===== src/core/vru_pkg.sv =====
package vru_pkg;
	localparam int VRU_NUM_CHANNELS = 32;
	localparam int VRU_NUM_SLOTS = 16;
	localparam int VRU_CH_BITS = 5;
	localparam int VRU_ADDR_BITS = 32;
	localparam int VRU_SLOT_BITS = 4;
	localparam logic [31:0] VRU_STATUS_RESET = 32'h0000_0000;
	localparam logic [31:0] VRU_ADDR_RESET = 32'h0000_0000;
	localparam logic [3:0] VRU_SLOT_RESET = 4'h0;
	// channel map
	localparam int VRU_CH_WATCHDOG = 0;
	localparam int VRU_CH_SOFT_ONLY = 1;
	localparam int VRU_CH_DEBUG_RX = 2;
	localparam int VRU_CH_DEBUG_TX = 3;
	localparam int VRU_CH_TIMER0 = 4;
	localparam int VRU_CH_TIMER1 = 5;
	localparam int VRU_CH_SERIAL0 = 6;
	localparam int VRU_CH_SERIAL1 = 7;
	localparam int VRU_CH_PWM = 8;
	localparam int VRU_CH_TWO_WIRE = 9;
	localparam int VRU_CH_SYNC0 = 10;
	localparam int VRU_CH_SYNC1 = 11;
	localparam int VRU_CH_LOOP_LOCK = 12;
	localparam int VRU_CH_RTC = 13;
	localparam int VRU_CH_EXT_BASE = 14;
	localparam int VRU_CH_ADC = 18;
	localparam int VRU_CH_ACCEPT = 19;
	localparam int VRU_CH_MSG_BASE = 20;
	localparam int VRU_NUM_EXT = 4;
	localparam int VRU_NUM_MSG = 4;
	localparam int VRU_CH_UNUSED_BASE = 28;
endpackage


===== src/core/vru_vectored_request_unit.sv =====
`timescale 1ns/100ps
`default_nettype none

// Functional notes
// sort requests: fast, vectored, default
// fast beats every normal request
// any fast request drives fast line
// readable word of active fast sources
// sixteen slots, any channel per slot
// lower slot number wins
// vectored above default, default lowest
// normal line on any normal request
// vector: best slot address or default
// readable word of active normal sources
// one request line per peripheral
// watchdog channel 0, channel 1 software
// timers on channels 4 and 5
// serial ports on channels 6 and 7
// modem status only on channel 7
// pwm 8, two-wire 9, sync 10/11
// lock flag 12, rtc flags 13
// externals 14..17, converter 18
// merged acceptance filters on 19
// message controllers tx/rx 20..27
// level requests, recomputed every cycle
module vru_vectored_request_unit
	import vru_pkg::*;
#(
	parameter int NUM_SLOTS = VRU_NUM_SLOTS,
	parameter int ADDR_BITS = VRU_ADDR_BITS
)
(
	input wire logic i_clk,
	input wire logic i_resetn,
	// peripheral flags
	input wire logic i_watchdog_event_flag,
	input wire logic i_debug_channel_receive,
	input wire logic i_debug_channel_transmit,

	// timers: match and capture flags share a channel
	input wire logic [3:0] i_timer0_match_flags,
	input wire logic [3:0] i_timer0_capture_flags,
	input wire logic [3:0] i_timer1_match_flags,
	input wire logic [3:0] i_timer1_capture_flags,

	// serial ports
	input wire logic i_serial0_receive_line_status_flag,
	input wire logic i_serial0_transmit_holding_empty_flag,
	input wire logic i_serial0_receive_data_ready_flag,
	input wire logic i_serial0_char_timeout_flag,
	input wire logic i_serial1_receive_line_status_flag,
	input wire logic i_serial1_transmit_holding_empty_flag,
	input wire logic i_serial1_receive_data_ready_flag,
	input wire logic i_serial1_char_timeout_flag,
	input wire logic i_serial1_modem_status_flag,

	// pwm, two-wire and sync ports
	input wire logic [6:0] i_pwm_match_flags,
	input wire logic i_two_wire_state_flag,
	input wire logic i_sync0_transfer_done_flag,
	input wire logic i_sync0_mode_fault_flag,
	input wire logic i_sync1_transfer_done_flag,
	input wire logic i_sync1_mode_fault_flag,

	// clock sources
	input wire logic i_loop_lock_flag,
	input wire logic i_clock_increment_flag,
	input wire logic i_clock_alarm_flag,

	// external pins, converter, message bus
	input wire logic [VRU_NUM_EXT-1:0] i_external_requests,
	input wire logic i_converter_request,
	input wire logic i_acceptance_filter_request,
	input wire logic [VRU_NUM_MSG-1:0] i_msg_transmit_requests,
	input wire logic [VRU_NUM_MSG-1:0] i_msg_receive_requests,

	// configuration
	input wire logic [VRU_NUM_CHANNELS-1:0] i_soft_requests,
	input wire logic [VRU_NUM_CHANNELS-1:0] i_channel_enable,
	input wire logic [VRU_NUM_CHANNELS-1:0] i_fast_select,
	input wire logic [NUM_SLOTS-1:0] i_slot_enable,
	input wire logic [NUM_SLOTS*VRU_CH_BITS-1:0] i_slot_channels,
	input wire logic [NUM_SLOTS*ADDR_BITS-1:0] i_slot_addresses,
	input wire logic [ADDR_BITS-1:0] i_default_address,

	// to the core and status
	output logic o_fast_request_line,
	output logic o_normal_request_line,
	output logic [VRU_NUM_CHANNELS-1:0] o_raw_status,
	output logic [VRU_NUM_CHANNELS-1:0] o_fast_status,
	output logic [VRU_NUM_CHANNELS-1:0] o_normal_status,
	output logic [ADDR_BITS-1:0] o_vector_address,
	output logic o_vector_hit,
	output logic [VRU_SLOT_BITS-1:0] o_vector_slot
);

	// ----------------------------------------
	// channel assembly
	// ----------------------------------------
	// one bit per channel; each bit has exactly one source below
	wire logic [VRU_NUM_CHANNELS-1:0] hw_requests;
	wire logic [VRU_NUM_CHANNELS-1:0] raw_requests;
	wire logic timer0_any;
	wire logic timer1_any;
	wire logic serial0_any;
	wire logic serial1_any;

	// every match and capture flag of a timer
	assign timer0_any = |{i_timer0_match_flags, i_timer0_capture_flags};
	assign timer1_any = |{i_timer1_match_flags, i_timer1_capture_flags};

	assign serial0_any = i_serial0_receive_line_status_flag
		| i_serial0_transmit_holding_empty_flag
		| i_serial0_receive_data_ready_flag
		| i_serial0_char_timeout_flag;
	// modem flag second port
	assign serial1_any = i_serial1_receive_line_status_flag
		| i_serial1_transmit_holding_empty_flag
		| i_serial1_receive_data_ready_flag
		| i_serial1_char_timeout_flag
		| i_serial1_modem_status_flag;

	// watchdog, software-only channel
	assign hw_requests[VRU_CH_WATCHDOG] = i_watchdog_event_flag;
	assign hw_requests[VRU_CH_SOFT_ONLY] = 1'b0;
	assign hw_requests[VRU_CH_DEBUG_RX] = i_debug_channel_receive;
	assign hw_requests[VRU_CH_DEBUG_TX] = i_debug_channel_transmit;

	// merged timer flags
	assign hw_requests[VRU_CH_TIMER0] = timer0_any;
	assign hw_requests[VRU_CH_TIMER1] = timer1_any;

	// serial port channels
	assign hw_requests[VRU_CH_SERIAL0] = serial0_any;
	assign hw_requests[VRU_CH_SERIAL1] = serial1_any;

	// pwm, two-wire, sync ports
	assign hw_requests[VRU_CH_PWM] = |i_pwm_match_flags;
	assign hw_requests[VRU_CH_TWO_WIRE] = i_two_wire_state_flag;
	assign hw_requests[VRU_CH_SYNC0] = i_sync0_transfer_done_flag | i_sync0_mode_fault_flag;
	assign hw_requests[VRU_CH_SYNC1] = i_sync1_transfer_done_flag | i_sync1_mode_fault_flag;

	// lock and clock flags
	assign hw_requests[VRU_CH_LOOP_LOCK] = i_loop_lock_flag;
	assign hw_requests[VRU_CH_RTC] = i_clock_increment_flag | i_clock_alarm_flag;

	// converter channel
	assign hw_requests[VRU_CH_ADC] = i_converter_request;

	// merged acceptance filters
	assign hw_requests[VRU_CH_ACCEPT] = i_acceptance_filter_request;

	// spare channels carry software requests only
	assign hw_requests[VRU_NUM_CHANNELS-1:VRU_CH_UNUSED_BASE] = '0;

	genvar gi;
	generate
		for (gi = 0; gi < VRU_NUM_EXT; gi++)
		begin : g_ext
			// externals in ascending order
			assign hw_requests[VRU_CH_EXT_BASE+gi] = i_external_requests[gi];
		end
		for (gi = 0; gi < VRU_NUM_MSG; gi++)
		begin : g_msg
			// transmit even, receive odd
			assign hw_requests[VRU_CH_MSG_BASE+2*gi] = i_msg_transmit_requests[gi];
			assign hw_requests[VRU_CH_MSG_BASE+2*gi+1] = i_msg_receive_requests[gi];
		end
	endgenerate

	// one line per peripheral; levels, no latching
	assign raw_requests = hw_requests | i_soft_requests;

	// ----------------------------------------
	// classification
	// ----------------------------------------
	wire logic [VRU_NUM_CHANNELS-1:0] active_requests;
	wire logic [VRU_NUM_CHANNELS-1:0] fast_requests;
	wire logic [VRU_NUM_CHANNELS-1:0] normal_requests;
	wire logic [NUM_SLOTS-1:0] slot_hits;

	// a disabled channel still shows in the raw word but reaches neither class
	assign active_requests = raw_requests & i_channel_enable;
	// fast class split off
	assign fast_requests = active_requests & i_fast_select;
	// fast channels never reach normal
	assign normal_requests = active_requests & ~i_fast_select;

	generate
		for (gi = 0; gi < NUM_SLOTS; gi++)
		begin : g_slot
			wire logic [VRU_CH_BITS-1:0] slot_channel;
			assign slot_channel = i_slot_channels[gi*VRU_CH_BITS +: VRU_CH_BITS];
			// a slot naming a fast channel never hits, so the vector stays normal-only
			// any channel in any slot
			assign slot_hits[gi] = i_slot_enable[gi] & normal_requests[slot_channel];
		end
	endgenerate

	// ----------------------------------------
	// request summaries
	// ----------------------------------------
	wire logic any_fast;
	wire logic any_normal;

	// fast requests merged
	assign any_fast = |fast_requests;
	// any vectored or default request
	assign any_normal = |normal_requests;

	// ----------------------------------------
	// slot priority
	// ----------------------------------------
	// chain entry n holds the winner among slots n and above; entry NUM_SLOTS is the default
	// a linear chain is sixteen muxes deep, which is short enough at this clock
	wire logic [NUM_SLOTS:0] chain_hit;
	wire logic [ADDR_BITS-1:0] chain_address [NUM_SLOTS+1];
	wire logic [VRU_SLOT_BITS-1:0] chain_slot [NUM_SLOTS+1];
	wire logic [ADDR_BITS-1:0] next_vector_address;
	wire logic [VRU_SLOT_BITS-1:0] next_vector_slot;
	wire logic next_vector_hit;

	assign chain_hit[NUM_SLOTS] = 1'b0;
	assign chain_address[NUM_SLOTS] = i_default_address;
	assign chain_slot[NUM_SLOTS] = VRU_SLOT_RESET;

	generate
		for (gi = 0; gi < NUM_SLOTS; gi++)
		begin : g_chain
			wire logic [ADDR_BITS-1:0] slot_address;
			assign slot_address = i_slot_addresses[gi*ADDR_BITS +: ADDR_BITS];
			// lower slot overrides higher
			assign chain_hit[gi] = slot_hits[gi] | chain_hit[gi+1];
			assign chain_address[gi] = slot_hits[gi] ? slot_address : chain_address[gi+1];
			assign chain_slot[gi] = slot_hits[gi] ? VRU_SLOT_BITS'(gi) : chain_slot[gi+1];
		end
	endgenerate

	assign next_vector_address = chain_address[0];
	assign next_vector_slot = chain_slot[0];
	assign next_vector_hit = chain_hit[0];

	// ----------------------------------------
	// request lines to the core
	// ----------------------------------------
	// recomputed every cycle; one cycle of latency keeps the lines glitch free
	always_ff @(posedge i_clk or negedge i_resetn)
	begin
		if (!i_resetn)
		begin
			o_fast_request_line <= 1'b0;
			o_normal_request_line <= 1'b0;
		end
		else
		begin
			// fast line ignores normal work
			o_fast_request_line <= any_fast;
			o_normal_request_line <= any_normal;
		end
	end

	// ----------------------------------------
	// status words
	// ----------------------------------------
	// raw word is taken before the enable so software sees masked sources too
	always_ff @(posedge i_clk or negedge i_resetn)
	begin
		if (!i_resetn)
		begin
			o_raw_status <= VRU_STATUS_RESET;
			o_fast_status <= VRU_STATUS_RESET;
			o_normal_status <= VRU_STATUS_RESET;
		end
		else
		begin
			o_raw_status <= raw_requests;
			// fast source word
			o_fast_status <= fast_requests;
			// normal source word
			o_normal_status <= normal_requests;
		end
	end

	// ----------------------------------------
	// vector
	// ----------------------------------------
	// the address stands even with no request, so a late read still lands on the default handler
	always_ff @(posedge i_clk or negedge i_resetn)
	begin
		if (!i_resetn)
		begin
			o_vector_address <= ADDR_BITS'(VRU_ADDR_RESET);
			o_vector_hit <= 1'b0;
			o_vector_slot <= VRU_SLOT_RESET;
		end
		else
		begin
			// best slot address or default; vectored over default
			o_vector_address <= next_vector_address;
			o_vector_hit <= next_vector_hit;
			o_vector_slot <= next_vector_slot;
		end
	end

endmodule

`default_nettype wire


===== config.mk =====
export PLATFORM = sky130hd
export DESIGN_NAME = vru_vectored_request_unit
export DESIGN_NICKNAME = d
export VERILOG_FILES = /design/src/core/vru_pkg.sv /design/src/core/vru_vectored_request_unit.sv
export SDC_FILE = /design/constraint.sdc
export NUM_CORES = 1
export LEC_CHECK = 0
export BUFFER_PORTS_ARGS = -buffer_cell sky130_fd_sc_hd__buf_2
export CAP_MARGIN = 25
export CORE_AREA = 2 2 360 362
export DETAILED_ROUTE_END_ITERATION = 8
export DIE_AREA = 0 0 362 364
export GPL_TIMING_DRIVEN = 0
export PLACE_DENSITY = 0.32
export SETUP_SLACK_MARGIN = 0.15
export SYNTH_ARGS = -nofsm -noshare
export SYNTH_HDL_FRONTEND = slang
export SYNTH_SLANG_ARGS = --single-unit

===== constraint.sdc =====
create_clock -name i_clk -period 1 [get_ports i_clk]
set_clock_uncertainty 0.2 [all_clocks]
set_input_delay 0.05 -clock i_clk [delete_from_list [all_inputs] [get_ports i_clk]]
set_output_delay 0.05 -clock i_clk [all_outputs]
set_load 0.005 [all_outputs]

* Word level (Yosys, flattened, before mapping)
Index checks and enable logic that the tools add are counted.
** Storage, ports and cells
- Flip-flop bits (word level) :: 135
- Output and inout port bits :: 135
- Word-level logic and storage cells :: 139
** Operators by class
- $lt $le $gt $ge :: 16
- Muxes and demuxes :: 64
- Bitwise gates (word level) :: 46
- Reductions and logical operators :: 5
** Operators with widths (count)
- $mux 32 :: 16
- $and 32x32->32 :: 3
- $lt 5x6->1 const B :: 16
- $bmux 1 s5 :: 16
- $mux 4 :: 16
- $reduce_or 32->1 :: 2
- $not 32->32 :: 1
- $or 28x32->32 :: 1
- $or 1x1->1 :: 25
- $and 1x1->1 :: 16
- $mux 1 :: 16
- $reduce_or 8->1 :: 2
- $reduce_or 7->1 :: 1

* Longest topological paths before layout
Gate-level depths: netlist (run 1).
- Word-level depth :: 26
- Depth in mapped cells :: 15

* Worst setup path after synthesis (run 1)
OpenSTA, ideal clock, no wires.
- Kind :: in2reg
- From :: input port i_sync0_mode_fault_flag
- To :: register o_vector_address[30]
- Library setup time :: 129 ps
- Data arrival time :: 2896 ps
- Data required time :: 671 ps
- Setup slack :: -2225 ps
- Stages on the path :: 13
- Cell sequence :: or3_1 buf_2 nand2_2 inv_2 mux4_2 mux4_2 a211o_1 buf_6 nand2b_4 buf_6 a221o_1 a2111oi_2 nor2_1
** RTL lines
- start: declaration :: RTL line vru_vectored_request_unit.sv:61 : input wire logic i_sync0_mode_fault_flag,
- end signal: assignment :: RTL line vru_vectored_request_unit.sv:292 : o_vector_address <= ADDR_BITS'(VRU_ADDR_RESET);
- end signal: assignment :: RTL line vru_vectored_request_unit.sv:299 : o_vector_address <= next_vector_address;
- end: declaration :: RTL line vru_vectored_request_unit.sv:92 : output logic [ADDR_BITS-1:0] o_vector_address,

==> results of run 1 <==
## how the worst max path moves through the flow
stage	start	to
after global routing	i_pwm_match_flags[0]	o_vector_address[30]$_DFF_PN0_
after CTS	i_pwm_match_flags[1]	o_vector_address[30]$_DFF_PN0_
after global placement	i_soft_requests[8]	o_vector_address[28]$_DFF_PN0_
final	i_pwm_match_flags[0]	o_vector_address[30]$_DFF_PN0_
after detailed placement	i_soft_requests[22]	o_vector_address[28]$_DFF_PN0_
after floorplan	i_soft_requests[8]	o_vector_address[30]$_DFF_PN0_
## power by group through the flow
stage | Combinational, W | Clock [W] | Sequential (W)
floorplan | 0.00558 | 0 | 0.00644
global placement | 0.0133 | 0 | 0.00644
detailed placement | 0.0135 | 0 | 0.00643
CTS | 0.0173 | 0.00739 | 0.00635
global route | 0.0188 | 0.00737 | 0.00642
finish | 0.0181 | 0.00693 | 0.00636
## critical path, delay by kind of cell
family | cells | cell delay [ns]
muxes | 2 | 0.92
AOI/OAI and AO/OA | 4 | 1.54
buffers and inverters | 6 | 0.76
and+or+nand+nor | 3 | 0.52
## synth_stat cells (all sizes together) (22+ instances only)
master   count
dfrtp      135
o21ai       98
inv         79
nand2b      36
o21a        33
nor3b       73
o211ai      46
a211oi     139
or3         42
buf         32
nand2       83
a22oi       35
clkbuf     165
a31oi       51
nand3       22
o22ai       38
nor2       115
a21oi       82
or2         36
and3        32
mux4        69
nor4        29
o31ai       37
a2111oi     22
nor3       120
## per-layer routing
| metal | track usage [%] | vias up |
|---|---|---|
| met5 | 0 | - |
| met1 | 33.7 | 11488 |
| met4 | 4.64 | 48 |
| li1 | - | 9597 |
| met2 | 33.8 | 1176 |
| met3 | 5.79 | 187 |
## cells by family after synthesis
logic type | share of synthesized area (%)
buf+inv | 7.51
compound gates | 31.9
simple gates | 25.3
mux | 12.4
flops | 22.9
## layout make-up
type	count	area, um^2	area share (%)
multi-input cells	1437	12600	44.7
repair buffers	1132	7160	25.5
flip-flops and latches	135	3380	12.0
well taps	1675	2100	7.46
plain buffers	194	1890	6.72
clock buffers	20	447	1.59
inverters	84	384	1.37
clock inverters	12	118	0.418
diodes	31	77.6	0.276
## layout by cell type, fill, tap and decap left out, types with 50 or more instances in the layout
master / n
sky130_fd_sc_hd__nor2_1: 105
sky130_fd_sc_hd__clkbuf_1: 50
sky130_fd_sc_hd__dlygate4sd3_1: 78
sky130_fd_sc_hd__inv_1: 61
sky130_fd_sc_hd__nand2_1: 79
sky130_fd_sc_hd__mux4_2: 69
sky130_fd_sc_hd__a211oi_1: 71
sky130_fd_sc_hd__nor3b_1: 67
sky130_fd_sc_hd__dfrtp_1: 132
sky130_fd_sc_hd__buf_4: 98
sky130_fd_sc_hd__a21oi_1: 70
sky130_fd_sc_hd__buf_2: 870
sky130_fd_sc_hd__a211oi_2: 52
sky130_fd_sc_hd__buf_6: 71
sky130_fd_sc_hd__nor3_1: 101
## metrics by stage
stage                     instances  power (W)  setup TNS, ns
final                          4720     0.0314        -126.19
after global routing           4696     0.0326        -135.12
after CTS                      4663     0.0311        -129.86
after detailed placement       4452     0.0200        -211.29
after global placement         4427     0.0197        -640.15
after floorplan                1853     0.0120         -75.47
## flip-flops by register name, summed over array words and instances (netlist names)
register,flops
o_vector_hit,1
o_fast_request_line,1
o_normal_status,32
o_vector_slot,4
o_fast_status,32
o_vector_address,32
o_raw_status,32
o_normal_request_line,1
## what timing repair did
item | in CTS | in global routing
pin swaps | 106 | 66
gates cloned | 6 | 0
resized for setup | 609 | 108
buffers inserted | 98 | 23
hold buffers | 78 | 18
endpoints found under the hold margin | 259 | 250
endpoints found under the setup margin | 196 | 195
==> run metrics, run 1 <==
outcome=finished, violations left; failing checks=negative hold slack, negative setup slack; post-placement worst setup slack=-5.88 ns; number of max-capacitance violations reported=0; part of the total power dissipated in sequential elements=20.3%; LEAKAGE=11.5 nW; Vias per Instance=4.77; CTS H-tree lvls=4; Switching Fraction=45.5%; number of remaining DRC errors=0; overall fraction of global-route tracks in use=23.1%; power density of the placed cells=1120 mW/mm^2; final number of setup-violating endpoints=183; final design area excluding fillers=0.0281 mm^2; Worst-path clk slew=0.07 ns; share of post-route cells with drive strength above 1=55.0%; critical path launch point type=input port; CTS tree=built; final core area utilization=21.9%; clock root buffer master=sky130_fd_sc_hd__clkbuf_16; sinks on the clock net=135; top layer used by detailed routing=met5; ports placed on the boundary=930; maximum number of pins on one net before global-route repair=78; number of antenna violations at the first check in global routing=73; chip width=362 um; Cell Rows=132; cell taking the most area after synthesis=sky130_fd_sc_hd__dfrtp_1; Setup crit end kind=flop; unrepaired setup endpoints after global routing=true; maximum single-stage delay on the critical path=0.69 ns; power share of the combinational group=57.6%; Synth cell types=84; number of buffers added by the clock tree synthesis step=17; WL met2=67.6 mm; filler cell count=14,453; area delta synth->final=90.3%; number of flops mapped to enable cells by yosys=0; global-route wire length before repair=203 mm; Routed Wire Length=159 mm; Die Footprint=0.132 mm^2; number of buffer cells added on primary ports=899; number of instances in the synthesized netlist=1,853; Switch Pwr=0.0143 W; classification of the worst setup path=in2reg; effective utilization at floorplan=11.5%; share of flip-flops with an asynchronous set or reset=100%; area share of the largest cell type after synthesis=22.9%; sequential element share of the synthesized area=22.9%; Fin. Hold Viols=229; final weighted congestion in routability-driven placement=0.945; synth warn=0; count of final max-slew check failures=0; CP max stage cell=sky130_fd_sc_hd__a2111oi_4; router iterations before antenna repair=5; post-synthesis instance area=0.0148 mm^2; placed wire-length estimate=128 mm; Max Clock Freq=273 MHz; Max Root-Sink Buffers=2; shortest clock period the worst path allows after layout=3.66 ns; Final Worst Setup Slack=-2.66 ns; via count of the first global-routing pass=21,527; final critical-path share of the clock period=366%; worst hold margin=-0.715 ns; total nets after synthesis=2,648; Clock Power Share=22.1%; total of flip-flops plus latches after synthesis=135; cell-by-cell trace of the critical path=buf_6 > nor4_4 > buf_4 > a21o_1 > buf_12 > inv_8 > mux4_2 > mux4_2 > a211o_4 > buf_12 > nand2b_4 > buf_12 > a221o_1 > a2111oi_4 > nor2_1; total global routing overflow=0; Worst Hold Class=in2async; Tightest Pin Transition=0.833 ns; height of the die=364 um; instance area at placement=0.0223 mm^2; WL per Instance=33.6 um; largest fanout on the critical path=5; largest voltage drop on the vdd net=1460 uV; Avg Cell Area, Syn=7.97 um^2; Total Nets Final=3,796; via count=22,496; relative slew slack=44.5%; data arrival time of the critical path=3.82 ns; metal3 WL=14.1 mm; Iteration-0 DRC Markers=2,288; met1 wire length=73.9 mm; internal power component=0.0171 W; post-detailed-route count of antenna-violating nets=0; core area=0.128 mm^2; CP Data Required Time=1.16 ns; ys flop type=sky130_fd_sc_hd__dfrtp_1; dominant cell type by count on the critical path=sky130_fd_sc_hd__buf_12; dominant cells by area after synthesis=sky130_fd_sc_hd__dfrtp_1, sky130_fd_sc_hd__mux4_2, sky130_fd_sc_hd__a211oi_1, sky130_fd_sc_hd__clkbuf_1, sky130_fd_sc_hd__nor3_1
No activity file was read; power rests on OpenSTA's default activity.
==> run 2: changes to the inputs <==
BUFFER_PORTS_ARGS = -buffer_cell sky130_fd_sc_hd__clkbuf_2   (was -buffer_cell sky130_fd_sc_hd__buf_2)
==> run 2 against run 1 <==
The run still ends with negative hold slack, negative setup slack left; utilization shrank 0.44 points; sequential share of layout area rose by 0.24 points; final area fell by 2.0%; total power decreased by 1.5%.
==> run metrics, run 2 (synthesis gave the netlist of run 1 again) <==
Routed Wire Length=159 mm; outcome=finished, violations left; Max Clock Freq=281 MHz; number of buffers added by the clock tree synthesis step=17; via count=22,251; effective utilization at floorplan=11.5%; sinks on the clock net=135; Vias per Instance=4.72; shortest clock period the worst path allows after layout=3.55 ns; fraction of met1 tracks used by global routing=33.2%; router iterations before antenna repair=6; relative slew slack=45.4%; Total Nets Final=3,803; CP Data Required Time=1.18 ns; classification of the worst setup path=in2reg; area delta synth->final=86.5%; ports placed on the boundary=930; WL per Instance=33.8 um; critical path launch point type=input port; maximum number of pins on one net before global-route repair=87; chip width=362 um; fraction of met3 tracks used by global routing=7.08%; highest-count cells in the layout ignoring fill and taps=sky130_fd_sc_hd__clkbuf_2, sky130_fd_sc_hd__dfrtp_1, sky130_fd_sc_hd__nor2_1, sky130_fd_sc_hd__nor3_1; worst hold margin=-0.704 ns; Die Footprint=0.132 mm^2; Cell Rows=132; post-placement worst setup slack=-5.70 ns; number of max-capacitance violations reported=0; Fin. Hold Viols=223; CP max stage cell=sky130_fd_sc_hd__a2111oi_4; Final Worst Setup Slack=-2.55 ns; maximum single-stage delay on the critical path=0.64 ns; Max Root-Sink Buffers=2; Worst-path clk slew=0.07 ns; unrepaired setup endpoints after global routing=true; clock root buffer master=sky130_fd_sc_hd__clkbuf_16; CTS tree=built; largest fanout on the critical path=7; Final Non-Filler Cells=4,715; count of final max-slew check failures=0; data arrival time of the critical path=3.73 ns; Worst Hold Class=in2async; final number of setup-violating endpoints=182; height of the die=364 um; post-detailed-route count of antenna-violating nets=0; LEAKAGE=11.6 nW; overall fraction of global-route tracks in use=23.2%; final weighted congestion in routability-driven placement=0.941; largest voltage drop on the vdd net=1430 uV; highest-utilization routing layer at the global route stage=met2; Iteration-0 DRC Markers=1,939; share of post-route cells with drive strength above 1=53.3%; commonest non-fill, non-tap cell in the layout=sky130_fd_sc_hd__clkbuf_2; number of remaining DRC errors=0; cell-by-cell trace of the critical path=clkbuf_2 > o21ai_4 > or2_1 > clkbuf_8 > inv_4 > mux4_2 > mux4_2 > a211o_4 > buf_12 > nand2b_4 > buf_12 > a221o_1 > a2111oi_4 > nor2_1; final core area utilization=21.5%; final critical-path share of the clock period=355%; number of antenna violations at the first check in global routing=50; via count of the first global-routing pass=21,542; failing checks=negative hold slack, negative setup slack; number of buffer cells added on primary ports=899; met2 Use GR=33.7%; total global routing overflow=0; sum of negative setup slack=-126.82 ns; CTS H-tree lvls=4; core area=0.128 mm^2; Setup crit end kind=flop; total power=0.0309 W; Tightest Pin Transition=0.819 ns; global-route wire length before repair=204 mm; placed wire-length estimate=129 mm; power density of the placed cells=1120 mW/mm^2; number of placed cells counting well taps=4,451
-- run 2: what timing repair did --
action	CTS	global route
cloned	6	0
setup endpoints to repair	197	195
hold buffers	96	21
pin swaps	117	44
resized for setup	510	131
buffers inserted	100	8
hold endpoints to repair	260	251
-- run 2: final cells by class --
type                    count  area (um^2)
well taps                1675         2100
repair buffers           1137         7080
plain buffers             195         1730
multi-input cells        1438        12300
flip-flops and latches    135         3380
diodes                     19         47.5
clock inverters            12          119
inverters                  84          385
clock buffers              20          447
fillers                 14503       101000
-- run 2: metrics by stage --
stage / hold WS, ns / cell area [um^2]
after global placement: -0.0195 / 22000
after CTS: -0.728 / 27000
after detailed placement: -0.111 / 22300
final: -0.704 / 27500
after global routing: -0.699 / 27500
after floorplan: -0.446 / 15400
-- run 2: metal layers --
layer	part of all wire, %	vias to the layer above	routed length, um
met5	0.16	-	259
met4	1.9	44	3040
met3	9.3	169	14900
met2	42	1147	67500
met1	46	11288	73700
li1	-	9603	-
-- run 2: worst paths after layout --
check,start,to
worst max-delay path,i_two_wire_state_flag,o_vector_address[30]$_DFF_PN0_
worst min-delay path,i_resetn,o_fast_status[17]$_DFF_PN0_
max in group asynchronous,i_resetn,o_vector_address[24]$_DFF_PN0_
min in group i_clk,i_channel_enable[31],o_fast_status[31]$_DFF_PN0_
-- run 2: where the power goes --
part	internal (W)	switching (W)
clock	0.00352	0.00340
sequential	0.00608	0.000319
combinational	0.00711	0.0105
total	0.0167	0.0142
-- run 2: critical path: cells and delay by family --
family / cells / cell delay (ns)
AOI/OAI and AO/OA: 4 / 1.64
buffers and inverters: 5 / 0.66
muxes: 2 / 0.95
and+or+nand+nor: 3 / 0.40
==> run 3: changes to the inputs <==
clock period = 4.18 ns   (was 1 ns; I/O delays follow)
==> run 3 against run 2 <==
The flow now finishes without violations; cell count up 2.7%; die area unchanged; non-clock buffer count up 131.
==> run metrics, run 3 (synthesis gave the netlist of run 1 again) <==
unrepaired setup endpoints after global routing=true; shortest clock period the worst path allows after layout=4.07 ns; Worst Hold Class=in2async; Max Clock Freq=246 MHz; Max Root-Sink Buffers=2; height of the die=364 um; router iterations before antenna repair=5; highest-count cells in the layout ignoring fill and taps=sky130_fd_sc_hd__clkbuf_2, sky130_fd_sc_hd__dlygate4sd3_1, sky130_fd_sc_hd__dfrtp_1, sky130_fd_sc_hd__nor3_1; Routed Wire Length=152 mm; CTS H-tree lvls=4; WL per Instance=31.3 um; critical path launch point type=input port; ports placed on the boundary=930; count of final max-slew check failures=0; instance area at placement=0.0218 mm^2; CP Data Required Time=4.36 ns; Iteration-0 DRC Markers=2,212; largest fanout on the critical path=10; placed wire-length estimate=125 mm; final number of setup-violating endpoints=0; sinks on the clock net=135; Worst-path clk slew=0.07 ns; data arrival time of the critical path=4.26 ns; classification of the worst setup path=in2reg; power density of the placed cells=256 mW/mm^2; maximum number of pins on one net before global-route repair=85; final weighted congestion in routability-driven placement=0.917; LEAKAGE=11.3 nW; effective utilization at floorplan=11.5%; filler cell count=14,652; number of antenna violations at the first check in global routing=56; CTS tree=built; chip width=362 um; total global routing overflow=0; final critical-path share of the clock period=97.4%; via count=22,401; overall fraction of global-route tracks in use=22.1%; number of buffer cells added on primary ports=899; clock root buffer master=sky130_fd_sc_hd__clkbuf_16; number of max-capacitance violations reported=0; Vias per Instance=4.62; Die Footprint=0.132 mm^2; Fin. Hold Viols=0; final design area excluding fillers=0.0266 mm^2; via count of the first global-routing pass=22,315; Setup crit end kind=flop; relative slew slack=29.6%; outcome=complete, no violations; share of post-route cells with drive strength above 1=42.1%; final core area utilization=20.8%; global-route wire length before repair=197 mm; Tightest Pin Transition=1.06 ns; Cell Rows=132; number of buffers added by the clock tree synthesis step=17; commonest non-fill, non-tap cell in the layout=sky130_fd_sc_hd__clkbuf_2; post-detailed-route count of antenna-violating nets=0; core area=0.128 mm^2; number of remaining DRC errors=0; Total Nets Final=3,933; area delta synth->final=80.3%; largest voltage drop on the vdd net=262 uV
## run 3: per-stage QoR
stage / hold slack, ns / instances / setup TNS [ns] / setup slack [ns] / power (W)
after floorplan: -0.287 / 1853 / 0 / 0.796 / 0.00281
after global placement: 0.139 / 4427 / -194.23 / -3.80 / 0.00456
after detailed placement: 0.0471 / 4460 / -75.37 / -2.29 / 0.00460
after CTS: 0.000582 / 4812 / 0 / 0.0584 / 0.00685
after global routing: 0.0245 / 4832 / 0 / 0.0975 / 0.00714
final: 0.0352 / 4844 / 0 / 0.108 / 0.00682
## run 3: metal layers
metal / vias to the layer above / share of wire (%) / track usage [%] / wire length, um
li1: 9832 / - / - / -
met1: 11335 / 46 / 30.9 / 69100
met2: 1073 / 45 / 33.8 / 67600
met3: 125 / 8.1 / 5.40 / 12300
met4: 36 / 1.6 / 5.06 / 2420
met5: - / 0.15 / 0 / 222
## run 3: what timing repair did
| action | in CTS | in global routing |
|---|---|---|
| setup endpoints to repair | 37 | 33 |
| hold buffers | 299 | 2 |
| endpoints found under the hold margin | 172 | 1 |
| pin swaps | 13 | 7 |
| buffers inserted | 29 | 13 |
| gates resized for setup | 174 | 76 |
## run 3: where the power goes
part           switching, W  internal, W
combinational       0.00214      0.00138
sequential        0.0000633      0.00145
clock              0.000822     0.000964
## run 3: cell type report
type / count / area [um^2] / area share (%)
clock inverters: 15 / 209 / 0.785
diodes: 18 / 45.0 / 0.169
multi-input cells: 1437 / 11000 / 41.2
plain buffers: 188 / 901 / 3.38
clock buffers: 17 / 425 / 1.60
well taps: 1675 / 2100 / 7.87
inverters: 84 / 343 / 1.29
repair buffers: 1275 / 8270 / 31.0
flip-flops and latches: 135 / 3380 / 12.7
## run 3: worst max-delay path, stage by stage
cell and delay, ns:
sky130_fd_sc_hd__clkbuf_2 0.07, sky130_fd_sc_hd__or3_1 0.34, sky130_fd_sc_hd__buf_2 0.23, sky130_fd_sc_hd__nand2_4 0.20, sky130_fd_sc_hd__inv_2 0.19, sky130_fd_sc_hd__mux4_2 0.50, sky130_fd_sc_hd__mux4_2 0.46, sky130_fd_sc_hd__a211o_1 0.39
sky130_fd_sc_hd__buf_6 0.22, sky130_fd_sc_hd__nand2b_4 0.16, sky130_fd_sc_hd__buf_6 0.16, sky130_fd_sc_hd__nor2_4 0.13, sky130_fd_sc_hd__buf_12 0.13, sky130_fd_sc_hd__buf_2 0.25, sky130_fd_sc_hd__o211ai_1 0.18, sky130_fd_sc_hd__o21ai_1 0.37
## run 3: worst paths after layout
kind,startpoint,endpoint,slack [ns]
max,i_sync0_mode_fault_flag,o_vector_address[23]$_DFF_PN0_,0.11
min,i_resetn,o_fast_status[15]$_DFF_PN0_,0.04
max in group asynchronous,i_resetn,o_vector_address[26]$_DFF_PN0_,2.78
min in group i_clk,i_slot_addresses[148],o_vector_address[20]$_DFF_PN0_,0.04
